===== src/rtl/mid_pkg.sv =====
// package: constants and state type for the instruction decoder
package mid_pkg;
  // ---------------------------------------------------------------
  // clock and instruction cycle
  // ---------------------------------------------------------------
  localparam int          CLK_PERIOD_PS   = 4000;
  localparam int          OSC_PER_ICYC    = 4;
  localparam int          ICYC_PS         = OSC_PER_ICYC * CLK_PERIOD_PS;
  localparam int          CLK_PER_ICYC    = ICYC_PS / CLK_PERIOD_PS;
  localparam logic [1:0]  PHASE_LAST      = 2'(CLK_PER_ICYC - 1);
  // ---------------------------------------------------------------
  // avalon register offsets (byte addresses)
  // ---------------------------------------------------------------
  localparam logic [3:0]  OFS_CTRL        = 4'h0;
  localparam logic [3:0]  OFS_WREG        = 4'h4;
  localparam logic [3:0]  OFS_STAT        = 4'h8;
  localparam logic [3:0]  OFS_PC          = 4'hc;
  localparam int          CTRL_RUN_BIT    = 0;
  // ---------------------------------------------------------------
  // file register addresses and status bit positions
  // ---------------------------------------------------------------
  localparam logic [6:0]  FA_TIMER_ZERO   = 7'h01;
  localparam logic [6:0]  FA_STATUS       = 7'h03;
  localparam logic [6:0]  FA_PORT         = 7'h05;
  localparam int          ST_C            = 0;
  localparam int          ST_HC           = 1;
  localparam int          ST_Z            = 2;
  localparam int          ST_SLP          = 3;
  localparam int          ST_TO           = 4;
  // ---------------------------------------------------------------
  // byte operation codes, bits 11:8
  // ---------------------------------------------------------------
  localparam logic [3:0]  OP_MOVWF_NOP    = 4'h0;
  localparam logic [3:0]  OP_CLR          = 4'h1;
  localparam logic [3:0]  OP_SUBWF        = 4'h2;
  localparam logic [3:0]  OP_DECF         = 4'h3;
  localparam logic [3:0]  OP_OR_F         = 4'h4;
  localparam logic [3:0]  OP_AND_F        = 4'h5;
  localparam logic [3:0]  OP_XOR_F        = 4'h6;
  localparam logic [3:0]  OP_ADD_F        = 4'h7;
  localparam logic [3:0]  OP_MOVF         = 4'h8;
  localparam logic [3:0]  OP_COMF         = 4'h9;
  localparam logic [3:0]  OP_INCF         = 4'ha;
  localparam logic [3:0]  OP_DECSKP       = 4'hb;
  localparam logic [3:0]  OP_ROR          = 4'hc;
  localparam logic [3:0]  OP_ROL          = 4'hd;
  localparam logic [3:0]  OP_SWAPF        = 4'he;
  localparam logic [3:0]  OP_INCSKP       = 4'hf;
  // ---------------------------------------------------------------
  // control words
  // ---------------------------------------------------------------
  localparam logic [13:0] CW_RETURN       = 14'h0008;
  localparam logic [13:0] CW_RETFROMINT   = 14'h0009;
  localparam logic [13:0] CW_KICK_WDOG    = 14'h0064;
  localparam logic [13:0] CW_STANDBY      = 14'h0063;
  // ---------------------------------------------------------------
  // reset values
  // ---------------------------------------------------------------
  localparam logic [12:0] PC_RST          = 13'h0000;
  localparam logic        TO_RST          = 1'b1;
  localparam logic        SLP_RST         = 1'b1;
  localparam logic        RUN_RST         = 1'b0;

  typedef struct packed {
    logic [1:0]  phase;
    logic [12:0] pc;
    logic [7:0]  wreg;
    logic        c;
    logic        hc;
    logic        z;
    logic        to;
    logic        slp;
    logic        flush;
    logic        standby;
    logic        run;
    logic        ack;
    logic [31:0] rdata;
    logic [7:0]  pin_meta;
    logic [7:0]  pin_sync;
    logic        wake_meta;
    logic        wake_sync;
    logic [7:0]  port_latch;
    logic        wdog_clr;
    logic        presc_clr;
    logic        gie_set;
    logic        push;
    logic        pop;
    logic [12:0] push_addr;
  } mid_state_t;
endpackage


===== src/rtl/mid_core.sv =====
// module: 14-bit instruction decoder and executor with avalon register slave
//
// Overview of operation
// - add wreg to file updates all arithmetic flags
// - destination bit 0 to wreg, 1 to file
// - and wreg with file updates zero only
// - or wreg with file updates zero flag
// - xor wreg with file updates zero flag
// - rotate left through carry, carry only
// - rotate right through carry, carry only
// - decrement, no flags, skip on zero
// - increment, no flags, skip on zero
// - bit test skips when bit clear
// - bit test skips when bit set
// - add literal to wreg, all arithmetic flags
// - or literal into wreg, zero flag
// - literal minus wreg into wreg, arithmetic flags
// - return with literal loads wreg, two cycles
// - return from interrupt pops, enables interrupts
// - return pops address, two cycles
// - kick watchdog clears timer, sets both power flags
// - standby entry sets time-out, clears sleep flag
// - port read-modify-write uses pin levels
// - timer zero write clears its prescaler
// - taken branch or skip adds nop cycle
// - clear bit clears selected file bit
// - set bit sets selected file bit
// - and literal into wreg, zero flag
// - clear file or wreg sets zero
`timescale 1ns/1ps
`default_nettype none
module mid_core
  import mid_pkg::*;
#(
  parameter int PC_W = 13
)
(
  input  wire logic        core_clk,
  input  wire logic        nrst,
  input  wire logic [3:0]  avs_address,
  input  wire logic        avs_read,
  input  wire logic        avs_write,
  input  wire logic [31:0] avs_writedata,
  input  wire logic [3:0]  avs_byteenable,
  output logic      [31:0] avs_readdata,
  output logic             avs_waitrequest,
  output logic      [12:0] pmem_addr,
  input  wire logic [13:0] pmem_rd_data,
  input  wire logic [7:0]  port_pins,
  output logic      [7:0]  port_out,
  input  wire logic        prescaler_on_timer,
  output logic             prescaler_clr,
  output logic             wdog_clr,
  output logic             standby,
  input  wire logic        wake,
  output logic             gie_set,
  output logic             stack_push,
  output logic      [12:0] stack_push_addr,
  output logic             stack_pop,
  input  wire logic [12:0] stack_top
);
  // ---------------------------------------------------------------
  // state and file register array
  // ---------------------------------------------------------------
  mid_state_t s_r;
  mid_state_t s_nxt;
  logic [7:0] file_mem [128];
  logic       mem_we;
  logic [6:0] mem_wa;
  logic [7:0] mem_wd;

  logic [13:0] ir;
  logic [6:0]  fa;
  logic        dbit;
  logic [2:0]  bnum;
  logic [7:0]  lit;
  logic [7:0]  fval;
  logic [7:0]  res;
  logic [8:0]  sum9;
  logic [4:0]  sum5;
  logic        wr_dest;
  logic        skip;
  logic        exec;

  assign ir   = pmem_rd_data;
  assign fa   = ir[6:0];
  assign dbit = ir[7];
  assign bnum = ir[9:7];
  assign lit  = ir[7:0];
  assign exec = s_r.run && !s_r.standby && (s_r.phase == PHASE_LAST);

  // ---------------------------------------------------------------
  // file read, special addresses
  // ---------------------------------------------------------------
  always_comb
  begin
    if (fa == FA_STATUS)
    begin
      fval = {3'h0, s_r.to, s_r.slp, s_r.z, s_r.hc, s_r.c};
    end
    else if (fa == FA_PORT)
    begin
      fval = s_r.pin_sync;
    end
    else
    begin
      fval = file_mem[fa];
    end
  end

  // ---------------------------------------------------------------
  // next state
  // ---------------------------------------------------------------
  always_comb
  begin
    s_nxt           = s_r;
    mem_we          = 1'b0;
    mem_wa          = fa;
    mem_wd          = 8'h00;
    res             = 8'h00;
    sum9            = 9'h000;
    sum5            = 5'h00;
    wr_dest         = 1'b0;
    skip            = 1'b0;
    s_nxt.wdog_clr  = 1'b0;
    s_nxt.presc_clr = 1'b0;
    s_nxt.gie_set   = 1'b0;
    s_nxt.push      = 1'b0;
    s_nxt.pop       = 1'b0;
    s_nxt.pin_meta  = port_pins;
    s_nxt.pin_sync  = s_r.pin_meta;
    s_nxt.wake_meta = wake;
    s_nxt.wake_sync = s_r.wake_meta;

    if (s_r.run && !s_r.standby)
    begin
      s_nxt.phase = s_r.phase + 2'h1;
    end
    if (s_r.standby && s_r.wake_sync)
    begin
      s_nxt.standby = 1'b0;
    end

    if (exec)
    begin
      s_nxt.pc = s_r.pc + 13'h0001;
      if (s_r.flush)
      begin
        s_nxt.pc    = s_r.pc;
        s_nxt.flush = 1'b0;
      end
      else
      begin
        case (ir[13:12])
          2'b00:
          begin
            case (ir[11:8])
              OP_MOVWF_NOP:
              begin
                if (dbit)
                begin
                  res     = s_r.wreg;
                  wr_dest = 1'b1;
                end
                else if (ir == CW_RETURN)
                begin
                  s_nxt.pc    = stack_top;
                  s_nxt.pop   = 1'b1;
                  s_nxt.flush = 1'b1;
                end
                else if (ir == CW_RETFROMINT)
                begin
                  s_nxt.pc      = stack_top;
                  s_nxt.pop     = 1'b1;
                  s_nxt.gie_set = 1'b1;
                  s_nxt.flush   = 1'b1;
                end
                else if (ir == CW_KICK_WDOG)
                begin
                  s_nxt.wdog_clr = 1'b1;
                  s_nxt.to       = 1'b1;
                  s_nxt.slp      = 1'b1;
                end
                else if (ir == CW_STANDBY)
                begin
                  s_nxt.wdog_clr = 1'b1;
                  s_nxt.to       = 1'b1;
                  s_nxt.slp      = 1'b0;
                  s_nxt.standby  = 1'b1;
                end
              end
              OP_CLR:
              begin
                res     = 8'h00;
                wr_dest = dbit;
                s_nxt.z = 1'b1;
                if (!dbit)
                begin
                  s_nxt.wreg = 8'h00;
                end
              end
              OP_SUBWF, OP_ADD_F:
              begin
                if (ir[11:8] == OP_ADD_F)
                begin
                  sum9 = {1'b0, fval} + {1'b0, s_r.wreg};
                  sum5 = {1'b0, fval[3:0]} + {1'b0, s_r.wreg[3:0]};
                end
                else
                begin
                  sum9 = {1'b0, fval} + {1'b0, ~s_r.wreg} + 9'h001;
                  sum5 = {1'b0, fval[3:0]} + {1'b0, ~s_r.wreg[3:0]} + 5'h01;
                end
                res      = sum9[7:0];
                wr_dest  = 1'b1;
                s_nxt.c  = sum9[8];
                s_nxt.hc = sum5[4];
                s_nxt.z  = (res == 8'h00);
              end
              OP_DECF, OP_INCF, OP_COMF, OP_MOVF:
              begin
                if (ir[11:8] == OP_DECF)
                begin
                  res = fval - 8'h01;
                end
                else if (ir[11:8] == OP_INCF)
                begin
                  res = fval + 8'h01;
                end
                else if (ir[11:8] == OP_COMF)
                begin
                  res = ~fval;
                end
                else
                begin
                  res = fval;
                end
                wr_dest = 1'b1;
                s_nxt.z = (res == 8'h00);
              end
              OP_OR_F:
              begin
                res     = s_r.wreg | fval;
                wr_dest = 1'b1;
                s_nxt.z = (res == 8'h00);
              end
              OP_AND_F:
              begin
                res     = s_r.wreg & fval;
                wr_dest = 1'b1;
                s_nxt.z = (res == 8'h00);
              end
              OP_XOR_F:
              begin
                res     = s_r.wreg ^ fval;
                wr_dest = 1'b1;
                s_nxt.z = (res == 8'h00);
              end
              OP_ROL:
              begin
                res     = {fval[6:0], s_r.c};
                wr_dest = 1'b1;
                s_nxt.c = fval[7];
              end
              OP_ROR:
              begin
                res     = {s_r.c, fval[7:1]};
                wr_dest = 1'b1;
                s_nxt.c = fval[0];
              end
              OP_SWAPF:
              begin
                res     = {fval[3:0], fval[7:4]};
                wr_dest = 1'b1;
              end
              OP_DECSKP:
              begin
                res     = fval - 8'h01;
                wr_dest = 1'b1;
                skip    = (res == 8'h00);
              end
              default:
              begin
                res     = fval + 8'h01;
                wr_dest = 1'b1;
                skip    = (res == 8'h00);
              end
            endcase
            if (wr_dest && !dbit && ir[11:8] != OP_MOVWF_NOP && ir[11:8] != OP_CLR)
            begin
              s_nxt.wreg = res;
              wr_dest    = 1'b0;
            end
          end
          2'b01:
          begin
            case (ir[11:10])
              2'b00:
              begin
                res     = fval & ~(8'h01 << bnum);
                wr_dest = 1'b1;
              end
              2'b01:
              begin
                res     = fval | (8'h01 << bnum);
                wr_dest = 1'b1;
              end
              2'b10:
              begin
                skip = !fval[bnum];
              end
              default:
              begin
                skip = fval[bnum];
              end
            endcase
          end
          2'b10:
          begin
            if (!ir[11])
            begin
              s_nxt.push      = 1'b1;
              s_nxt.push_addr = s_r.pc + 13'h0001;
            end
            s_nxt.pc    = {s_r.pc[12:11], ir[10:0]};
            s_nxt.flush = 1'b1;
          end
          default:
          begin
            if (ir[11:10] == 2'b00)
            begin
              s_nxt.wreg = lit;
            end
            else if (ir[11:10] == 2'b01)
            begin
              s_nxt.wreg  = lit;
              s_nxt.pc    = stack_top;
              s_nxt.pop   = 1'b1;
              s_nxt.flush = 1'b1;
            end
            else if (ir[11:8] == 4'h8)
            begin
              s_nxt.wreg = s_r.wreg | lit;
              s_nxt.z    = ((s_r.wreg | lit) == 8'h00);
            end
            else if (ir[11:8] == 4'h9)
            begin
              s_nxt.wreg = s_r.wreg & lit;
              s_nxt.z    = ((s_r.wreg & lit) == 8'h00);
            end
            else if (ir[11:8] == 4'ha)
            begin
              s_nxt.wreg = s_r.wreg ^ lit;
              s_nxt.z    = ((s_r.wreg ^ lit) == 8'h00);
            end
            else
            begin
              if (ir[9])
              begin
                sum9 = {1'b0, lit} + {1'b0, s_r.wreg};
                sum5 = {1'b0, lit[3:0]} + {1'b0, s_r.wreg[3:0]};
              end
              else
              begin
                sum9 = {1'b0, lit} + {1'b0, ~s_r.wreg} + 9'h001;
                sum5 = {1'b0, lit[3:0]} + {1'b0, ~s_r.wreg[3:0]} + 5'h01;
              end
              s_nxt.wreg = sum9[7:0];
              s_nxt.c    = sum9[8];
              s_nxt.hc   = sum5[4];
              s_nxt.z    = (sum9[7:0] == 8'h00);
            end
          end
        endcase
        if (skip)
        begin
          s_nxt.pc    = s_r.pc + 13'h0002;
          s_nxt.flush = 1'b1;
        end
        if (wr_dest)
        begin
          mem_we = 1'b1;
          mem_wd = res;
          if (fa == FA_STATUS)
          begin
            s_nxt.c  = res[ST_C];
            s_nxt.hc = res[ST_HC];
            s_nxt.z  = res[ST_Z];
          end
          else if (fa == FA_PORT)
          begin
            s_nxt.port_latch = res;
          end
          else if (fa == FA_TIMER_ZERO && prescaler_on_timer)
          begin
            s_nxt.presc_clr = 1'b1;
          end
        end
      end
    end

    // avalon slave: one wait cycle, then answer
    s_nxt.ack = (avs_read || avs_write) && !s_r.ack;
    if ((avs_read || avs_write) && !s_r.ack)
    begin
      s_nxt.rdata = 32'h0000_0000;
      if (avs_address == OFS_CTRL)
      begin
        s_nxt.rdata[CTRL_RUN_BIT] = s_r.run;
      end
      else if (avs_address == OFS_WREG)
      begin
        s_nxt.rdata[7:0] = s_r.wreg;
      end
      else if (avs_address == OFS_STAT)
      begin
        s_nxt.rdata[5:0] = {s_r.standby, s_r.to, s_r.slp, s_r.z, s_r.hc, s_r.c};
      end
      else if (avs_address == OFS_PC)
      begin
        s_nxt.rdata[12:0] = s_r.pc;
      end
    end
    // write lands at the edge where waitrequest is seen low
    if (avs_write && s_r.ack && avs_address == OFS_CTRL && avs_byteenable[0])
    begin
      s_nxt.run   = avs_writedata[CTRL_RUN_BIT];
      s_nxt.phase = 2'h0;
    end
  end

  // ---------------------------------------------------------------
  // registers
  // ---------------------------------------------------------------
  always_ff @(posedge core_clk or negedge nrst)
  begin
    if (!nrst)
    begin
      s_r       <= '0;
      s_r.pc    <= PC_RST;
      s_r.to    <= TO_RST;
      s_r.slp   <= SLP_RST;
      s_r.run   <= RUN_RST;
    end
    else
    begin
      s_r <= s_nxt;
    end
  end

  always_ff @(posedge core_clk)
  begin
    if (mem_we)
    begin
      file_mem[mem_wa] <= mem_wd;
    end
  end

  // ---------------------------------------------------------------
  // outputs
  // ---------------------------------------------------------------
  assign avs_waitrequest = (avs_read || avs_write) && !s_r.ack;
  assign avs_readdata    = s_r.rdata;
  assign pmem_addr       = s_r.pc;
  assign port_out        = s_r.port_latch;
  assign prescaler_clr   = s_r.presc_clr;
  assign wdog_clr        = s_r.wdog_clr;
  assign standby         = s_r.standby;
  assign gie_set         = s_r.gie_set;
  assign stack_push      = s_r.push;
  assign stack_push_addr = s_r.push_addr;
  assign stack_pop       = s_r.pop;
endmodule
`default_nettype wire


===== config.mk =====
export PLATFORM = sky130hd
export DESIGN_NAME = mid_core
export DESIGN_NICKNAME = d
export VERILOG_FILES = /design/src/rtl/mid_pkg.sv /design/src/rtl/mid_core.sv
export SDC_FILE = /design/constraint.sdc
export NUM_CORES = 1
export LEC_CHECK = 0
export ABC_AREA = 1
export BUFFER_PORTS_ARGS = -buffer_cell sky130_fd_sc_hd__buf_2
export CORE_MARGIN = 2
export CORE_UTILIZATION = 30
export DETAILED_ROUTE_END_ITERATION = 7
export HOLD_SLACK_MARGIN = 0.1
export PLACE_DENSITY_LB_ADDON = 0.12
export SLEW_MARGIN = 20
export SYNTH_ARGS = -nofsm -noshare
export SYNTH_HDL_FRONTEND = slang
export SYNTH_SLANG_ARGS = --single-unit

===== constraint.sdc =====
create_clock -name core_clk -period 6.78 [get_ports core_clk]
set_input_delay 0.678 -clock core_clk [delete_from_list [all_inputs] [get_ports core_clk]]
set_output_delay 0.678 -clock core_clk [all_outputs]
set_load 0.01 [all_outputs]

; ---- After elaboration in Yosys (flattened, before gate mapping)
; Memories as Yosys holds them, arrays and structs flattened.
; Index checks and enable logic that the tools add are counted.
[totals]
register_bits = 89
ramBits = 1024
inputBits = 81
output_inout_bits = 73
memories = 1
[classes]
n_addsub = 17
order_cmp = 1
eq_ne = 32
shifts = 1
n_mux = 137
n_bitwise = 19
n_reduce_logical = 46
[mem_list]
columns = name, depth, width, read_ports, rd_clocked_by_memory_dff, write_ports, line
row1 = file_mem, 128, 8, 1, 0, 1, mid_core.sv:67  ; logic [7:0] file_mem [128];
[ops]
columns = op, n
row1 = 8-bit two-way mux, 21
row2 = 13-bit two-way mux, 10
row3 = 9-bit two-way mux, 14
row4 = 8-bit zero test, 11
row5 = 8-bit one-hot mux with 11 select lines, 1
row6 = 1-bit two-way mux, 54
row7 = 13-bit one-hot mux with 3 select lines, 1
row8 = 8-bit by 8-bit adder with 9-bit output, 4
row9 = "4-bit == test, second input constant", 9
row10 = 18-bit two-way mux, 2
row11 = 8-bit one-hot mux with 2 select lines, 2
row12 = "14-bit by 4-bit == test with 1-bit output, second input constant", 2
row13 = "14-bit by 7-bit == test with 1-bit output, second input constant", 2
row14 = 8-bit bitwise AND, 3
row15 = 8-bit NOT, 3
row16 = 8-bit OR, 3
row17 = 11-bit one-hot mux with 2 select lines, 1
row18 = 4-bit by 4-bit adder with 5-bit output, 4
row19 = "4-bit by 3-bit == test with 1-bit output, second input constant", 5
row20 = "9-bit by 1-bit adder with 9-bit output, second input constant", 2
row21 = 2-bit two-way mux, 9
row22 = 8-bit bitwise XOR, 2
row23 = 5-bit two-way mux, 3
row24 = 14-bit OR reduction, 1
row25 = 44 further kinds, 84

; ---- Longest topological paths before layout
[depth]
word_depth = 21
ltp_mapped = 41

; ---- Worst setup path before layout
; OpenSTA, ideal clock, no wires.
[synth_timing]
path_kind = input to register
from = in pmem_rd_data[0]
to = mem file_mem[0][5], data pin
setup_ps = 891
arrival_time_ps = 7252
required_time_ps = 5889
path_slack_ps = -1363
path_stages = 34
cell_sequence = buf_4 -> inv_4 -> buf_6 -> buf_6 -> buf_6 -> nand2_1 -> nand2_1 -> nand2_1 -> a21oi_1 -> nor2_1 -> nand2_1 -> nand3_1 -> nand2_1 -> inv_1 -> nand2_1 -> nand2_1 -> nand2_2 -> buf_4 -> inv_1 -> ha_1 -> inv_1 -> o31ai_1 -> nand2_1 -> nand2_1 -> a21oi_1 -> nand2_1 -> nand2_1 -> o21ai_0 -> a211oi_1 -> o2111ai_1 -> a21oi_1 -> o21ai_0 -> nand3_1 -> a21oi_1
[synth_between]
elab_chain_len = 16
[synth_lines]
columns = item, line
row1 = start: declaration, mid_core.sv:48  ; input wire logic [13:0] pmem_rd_data,
row2 = memory 128 x 8 bit / 7-bit by 3-bit == test with 1-bit output (equally long branches), n/a
row3 = 8-bit two-way mux, mid_core.sv:101  ; else if (fa == FA_PORT)
row4 = 8-bit two-way mux (*), mid_core.sv:97  ; if (fa == FA_STATUS)
row5 = "parallel branches: the longest is 9 deep, another holds 8-bit by 8-bit adder with 9-bit output", n/a
row6 = 8-bit one-hot mux with 2 select lines (*), mid_core.sv:154  ; case (ir[13:12])
row7 = 8-bit two-way mux (*), mid_core.sv:380  ; if (wr_dest)
row8 = 8-bit two-way mux (*), mid_core.sv:147  ; if (s_r.flush)
row9 = 8-bit two-way mux (*), mid_core.sv:144  ; if (exec)
row10 = net mem_wd[5], mid_core.sv:70  ; logic [7:0] mem_wd;
row11 = end: declaration, mid_core.sv:67
; Mark *: on every way through the listed nets, which the timed path passes. The select of a mux whose other input is x is not followed.

; ---- Worst setup path after layout
[layout_timing]
from = in pmem_rd_data[0]
to = mem file_mem[46][4], data pin
; Same word-level chain as after synthesis.

==> flow_summary.toml <==
[synth]
synth_area_per_cell_sq_um = 10.20
synth_compound_area_frac = 0.07526
synth_edf_count = 1024
ys_async_sr_fraction = 0.07914
yosysSeqAreaShare = 0.6473
ys_ff_latch = 1112
yosysMostFrequentCell = "nand2_1"
yosys-top-cells-count = "1579 x nand2_1, 1024 x edfxtp_1, 495 x nor2_1"
yosysWarnings = 0
synth_top_area_cell = "edfxtp_1"
synth_top_family_by_area = "simple AND/OR/NAND/NOR gates"
synth_mux_area_frac = 0.0003933
synthTopCellsByArea = "edfxtp_1 60%, nand2_1 12%, dfrtp_1 4.3%"
synth_top_area_share = 0.6041
yosysUniqueCellTypes = 61
synth_fa_ha_area_frac = 0.01706
netlist_instances = 4993
synth-xor-area-share = 0.006366
syn_area_sq_mm = 0.05091
synth_ff_type = "edfxtp_1"
synthSimpleGateAreaFrac = 0.1919

[final_layout]
layout.nets = 5412
drive_above_1_share = 0.1187
fin_cells = 7578
nFillCells = 17120
finalInstanceArea_sq_mm = 0.06002
area_growth_pct = 17.91

[worst_setup_path]
rrSetupSlack_ps = 1200
worstPathRequired_ps = 7250
slowest_stage = "nor4_1"
end_kind = "register"
critPathMostFrequentCell = "nand2_1"
cp-start-kind = "primary input"
max_stage_delay_ps = 490
cp_max_fo = 30
cp.arrival_ps = 6420
crit_type = "in2reg"

[timing]
worst_pin_slew_ps = 1078
timing.final.crit_share = 0.8768
grt_setup_unrepaired = "no"
hold_viol = 0
fmax_ghz = 0.1682
slew_violations = 0
finalSetupViolCount = 0
skew_ps = 42.76
whs_ps = 279.8
fin_crit_ps = 5944
relSlewSlack = 0.2784
fin_setup_tns_ps = 0

[routing]
post-route-drc-count = 0
dr_total_vias = 36770
post_drt_wl_per_cell_microns = 23.31
ant_nets = 0
viasPerCell = 4.852
drtIter0Drc = 2822
dr.pass1.iters = 6
drt_wl_total_mm = 176.6

[cts]
htree_levels = 4
tritoncts = "built"
path_clk_slew_ps = 50
cts_root_buffer = "clkbuf_16"
clkLatencyLatePin_ps = 780
numCtsBuffers = 135
cts.sinks = 1112
clk_path_buf_depth = 3
post_cts_buffers = 0

[power_and_ir_drop]
seqPwrFrac = 0.442
p_clk_frac = 0.399
p_sw_mw = 4.949
leakage_nw = 22.79
p_comb_frac = 0.159
vdd_drop_max_mv = 0.2634
p_per_area_mw_per_mm2 = 292.0
netSwitchingFraction = 0.2824
internal_power_mw = 12.58
finalPower_mw = 17.53

[floorplan]
dieHeight_microns = 415.9
io_pins = 154
initial_core_util = 0.3014
rows = 151
dieWidth_microns = 415.9
dieArea_sq_mm = 0.1730
core_area_sq_mm = 0.1689

[place]
dpl-instance-area_sq_mm = 0.05571
hpwl_mm = 117.7
place_inst = 7333
place_congestion = 0.8873
port_buffers = 100

[grt]
track_usage = 0.2029
gr-total-overflow = 0
antenna_found_initial = 3
grt_max_degree = 129
grt_pass1_vias = 35970
grt_pass1_wl_mm = 257.7

[hold_path]
min_path_type = "in2reg"

[run_status]
status = "finished, final reports clean"

[flow_run]
max-cap-violations = 0
cells in the final DEF (no fill, tap or decap), types with 30 or more instances in the layout:
master	instances
xor2_1	33
edfxtp_1	1024
clkinv_1	32
nor2_1	488
o21ai_0	293
nand4_1	31
inv_1	351
o21ai_1	35
nand3_1	281
clkbuf_16	140
nand2_1	1579
ha_1	63
buf_2	97
a22oi_1	51
clkbuf_1	30
dfrtp_1	87
buf_12	63
a21oi_1	144
buf_4	244
power by group through the flow:
stage | combinational, mW | clock [mW] | sequential [mW]
after floorplan | 1.72 | 0 | 7.79
after global placement | 2.81 | 0 | 7.88
after detailed placement | 2.78 | 0 | 7.88
after CTS | 2.80 | 7.16 | 7.74
after global routing | 3.07 | 7.41 | 7.75
final | 2.79 | 6.99 | 7.74
path summary, 6_finish.rpt:
path / start / cells past startpoint / to
worst max-delay path: pmem_rd_data[0] / 36 / file_mem[46][4]
worst min-delay path: avs_write / 4 / s_r[106]
worst max register to register: file_mem[46][1] / 32 / file_mem[46][4]
worst min register to register: s_nxt[33] / 0 / s_r[33]
max in group asynchronous: nrst / 3 / wdog_clr
min in group asynchronous: nrst / 2 / prescaler_clr
per-stage QoR:
stage | setup slack [ps] | utilization
final | 835.6 | 0.3554
after global routing | 482.0 | 0.3554
after global placement | 37.84 | 0.3298
after floorplan | 260.2 | -
after detailed placement | 57.61 | 0.3298
after CTS | 865.1 | 0.3553
per-layer routing:
metal	GRT usage	wire, microns	vias to the layer above
met5	0	0	-
met4	0.05436	4039	0
met3	0.02546	7073	220
met2	0.3282	82810	877
met1	0.2863	82700	18270
li1	-	-	17400
area by class of cell:
class                      count  area [sq um]  area share
antenna                        1         2.502  0.00004169
tap                         2218          2775     0.04624
sequential                  1112         32950      0.5490
clock inverter                58         519.2    0.008651
inverter                     369          1403     0.02337
timing repair buffer         418          3725     0.06206
clock buffer                 174          3671     0.06116
multi-input combinational   3228         14970      0.2495
worst max-delay path, delay by kind of cell:
kind                       cells  cell delay [ps]
xor gates and xnor gates       1               90
buffers and inverters         11             1690
AOI/OAI and AO/OA              7             1540
and+or+nand+nor               16             2070
adders and majority gates      1              220
registers in the layout, indices dropped and copies added (netlist names):
name,count
avs_readdata,13
file_mem,1024
gie_set,1
pmem_addr,13
port_out,8
prescaler_clr,1
s_nxt,9
s_r,26
stack_pop,1
stack_push,1
stack_push_addr,13
standby,1
wdog_clr,1
cell families after synthesis:
kind of cell / after synthesis
multiplexers: 2
AO/OA/AOI/OAI: 661
other: 1
flip-flops: 1112
buffers and inverters: 671
AND/OR/NAND/NOR: 2442
XOR/XNOR: 37
adder cells (fa/ha/maj): 67
repair_timing:
action | 4_1_cts | 5_1_grt
endpoints found under the hold margin | 35 | 0
setup endpoints to repair | 0 | 0
gates resized for setup | 0 | 0
hold buffers | 12 | 0
Power figures use the tool's default switching activity.
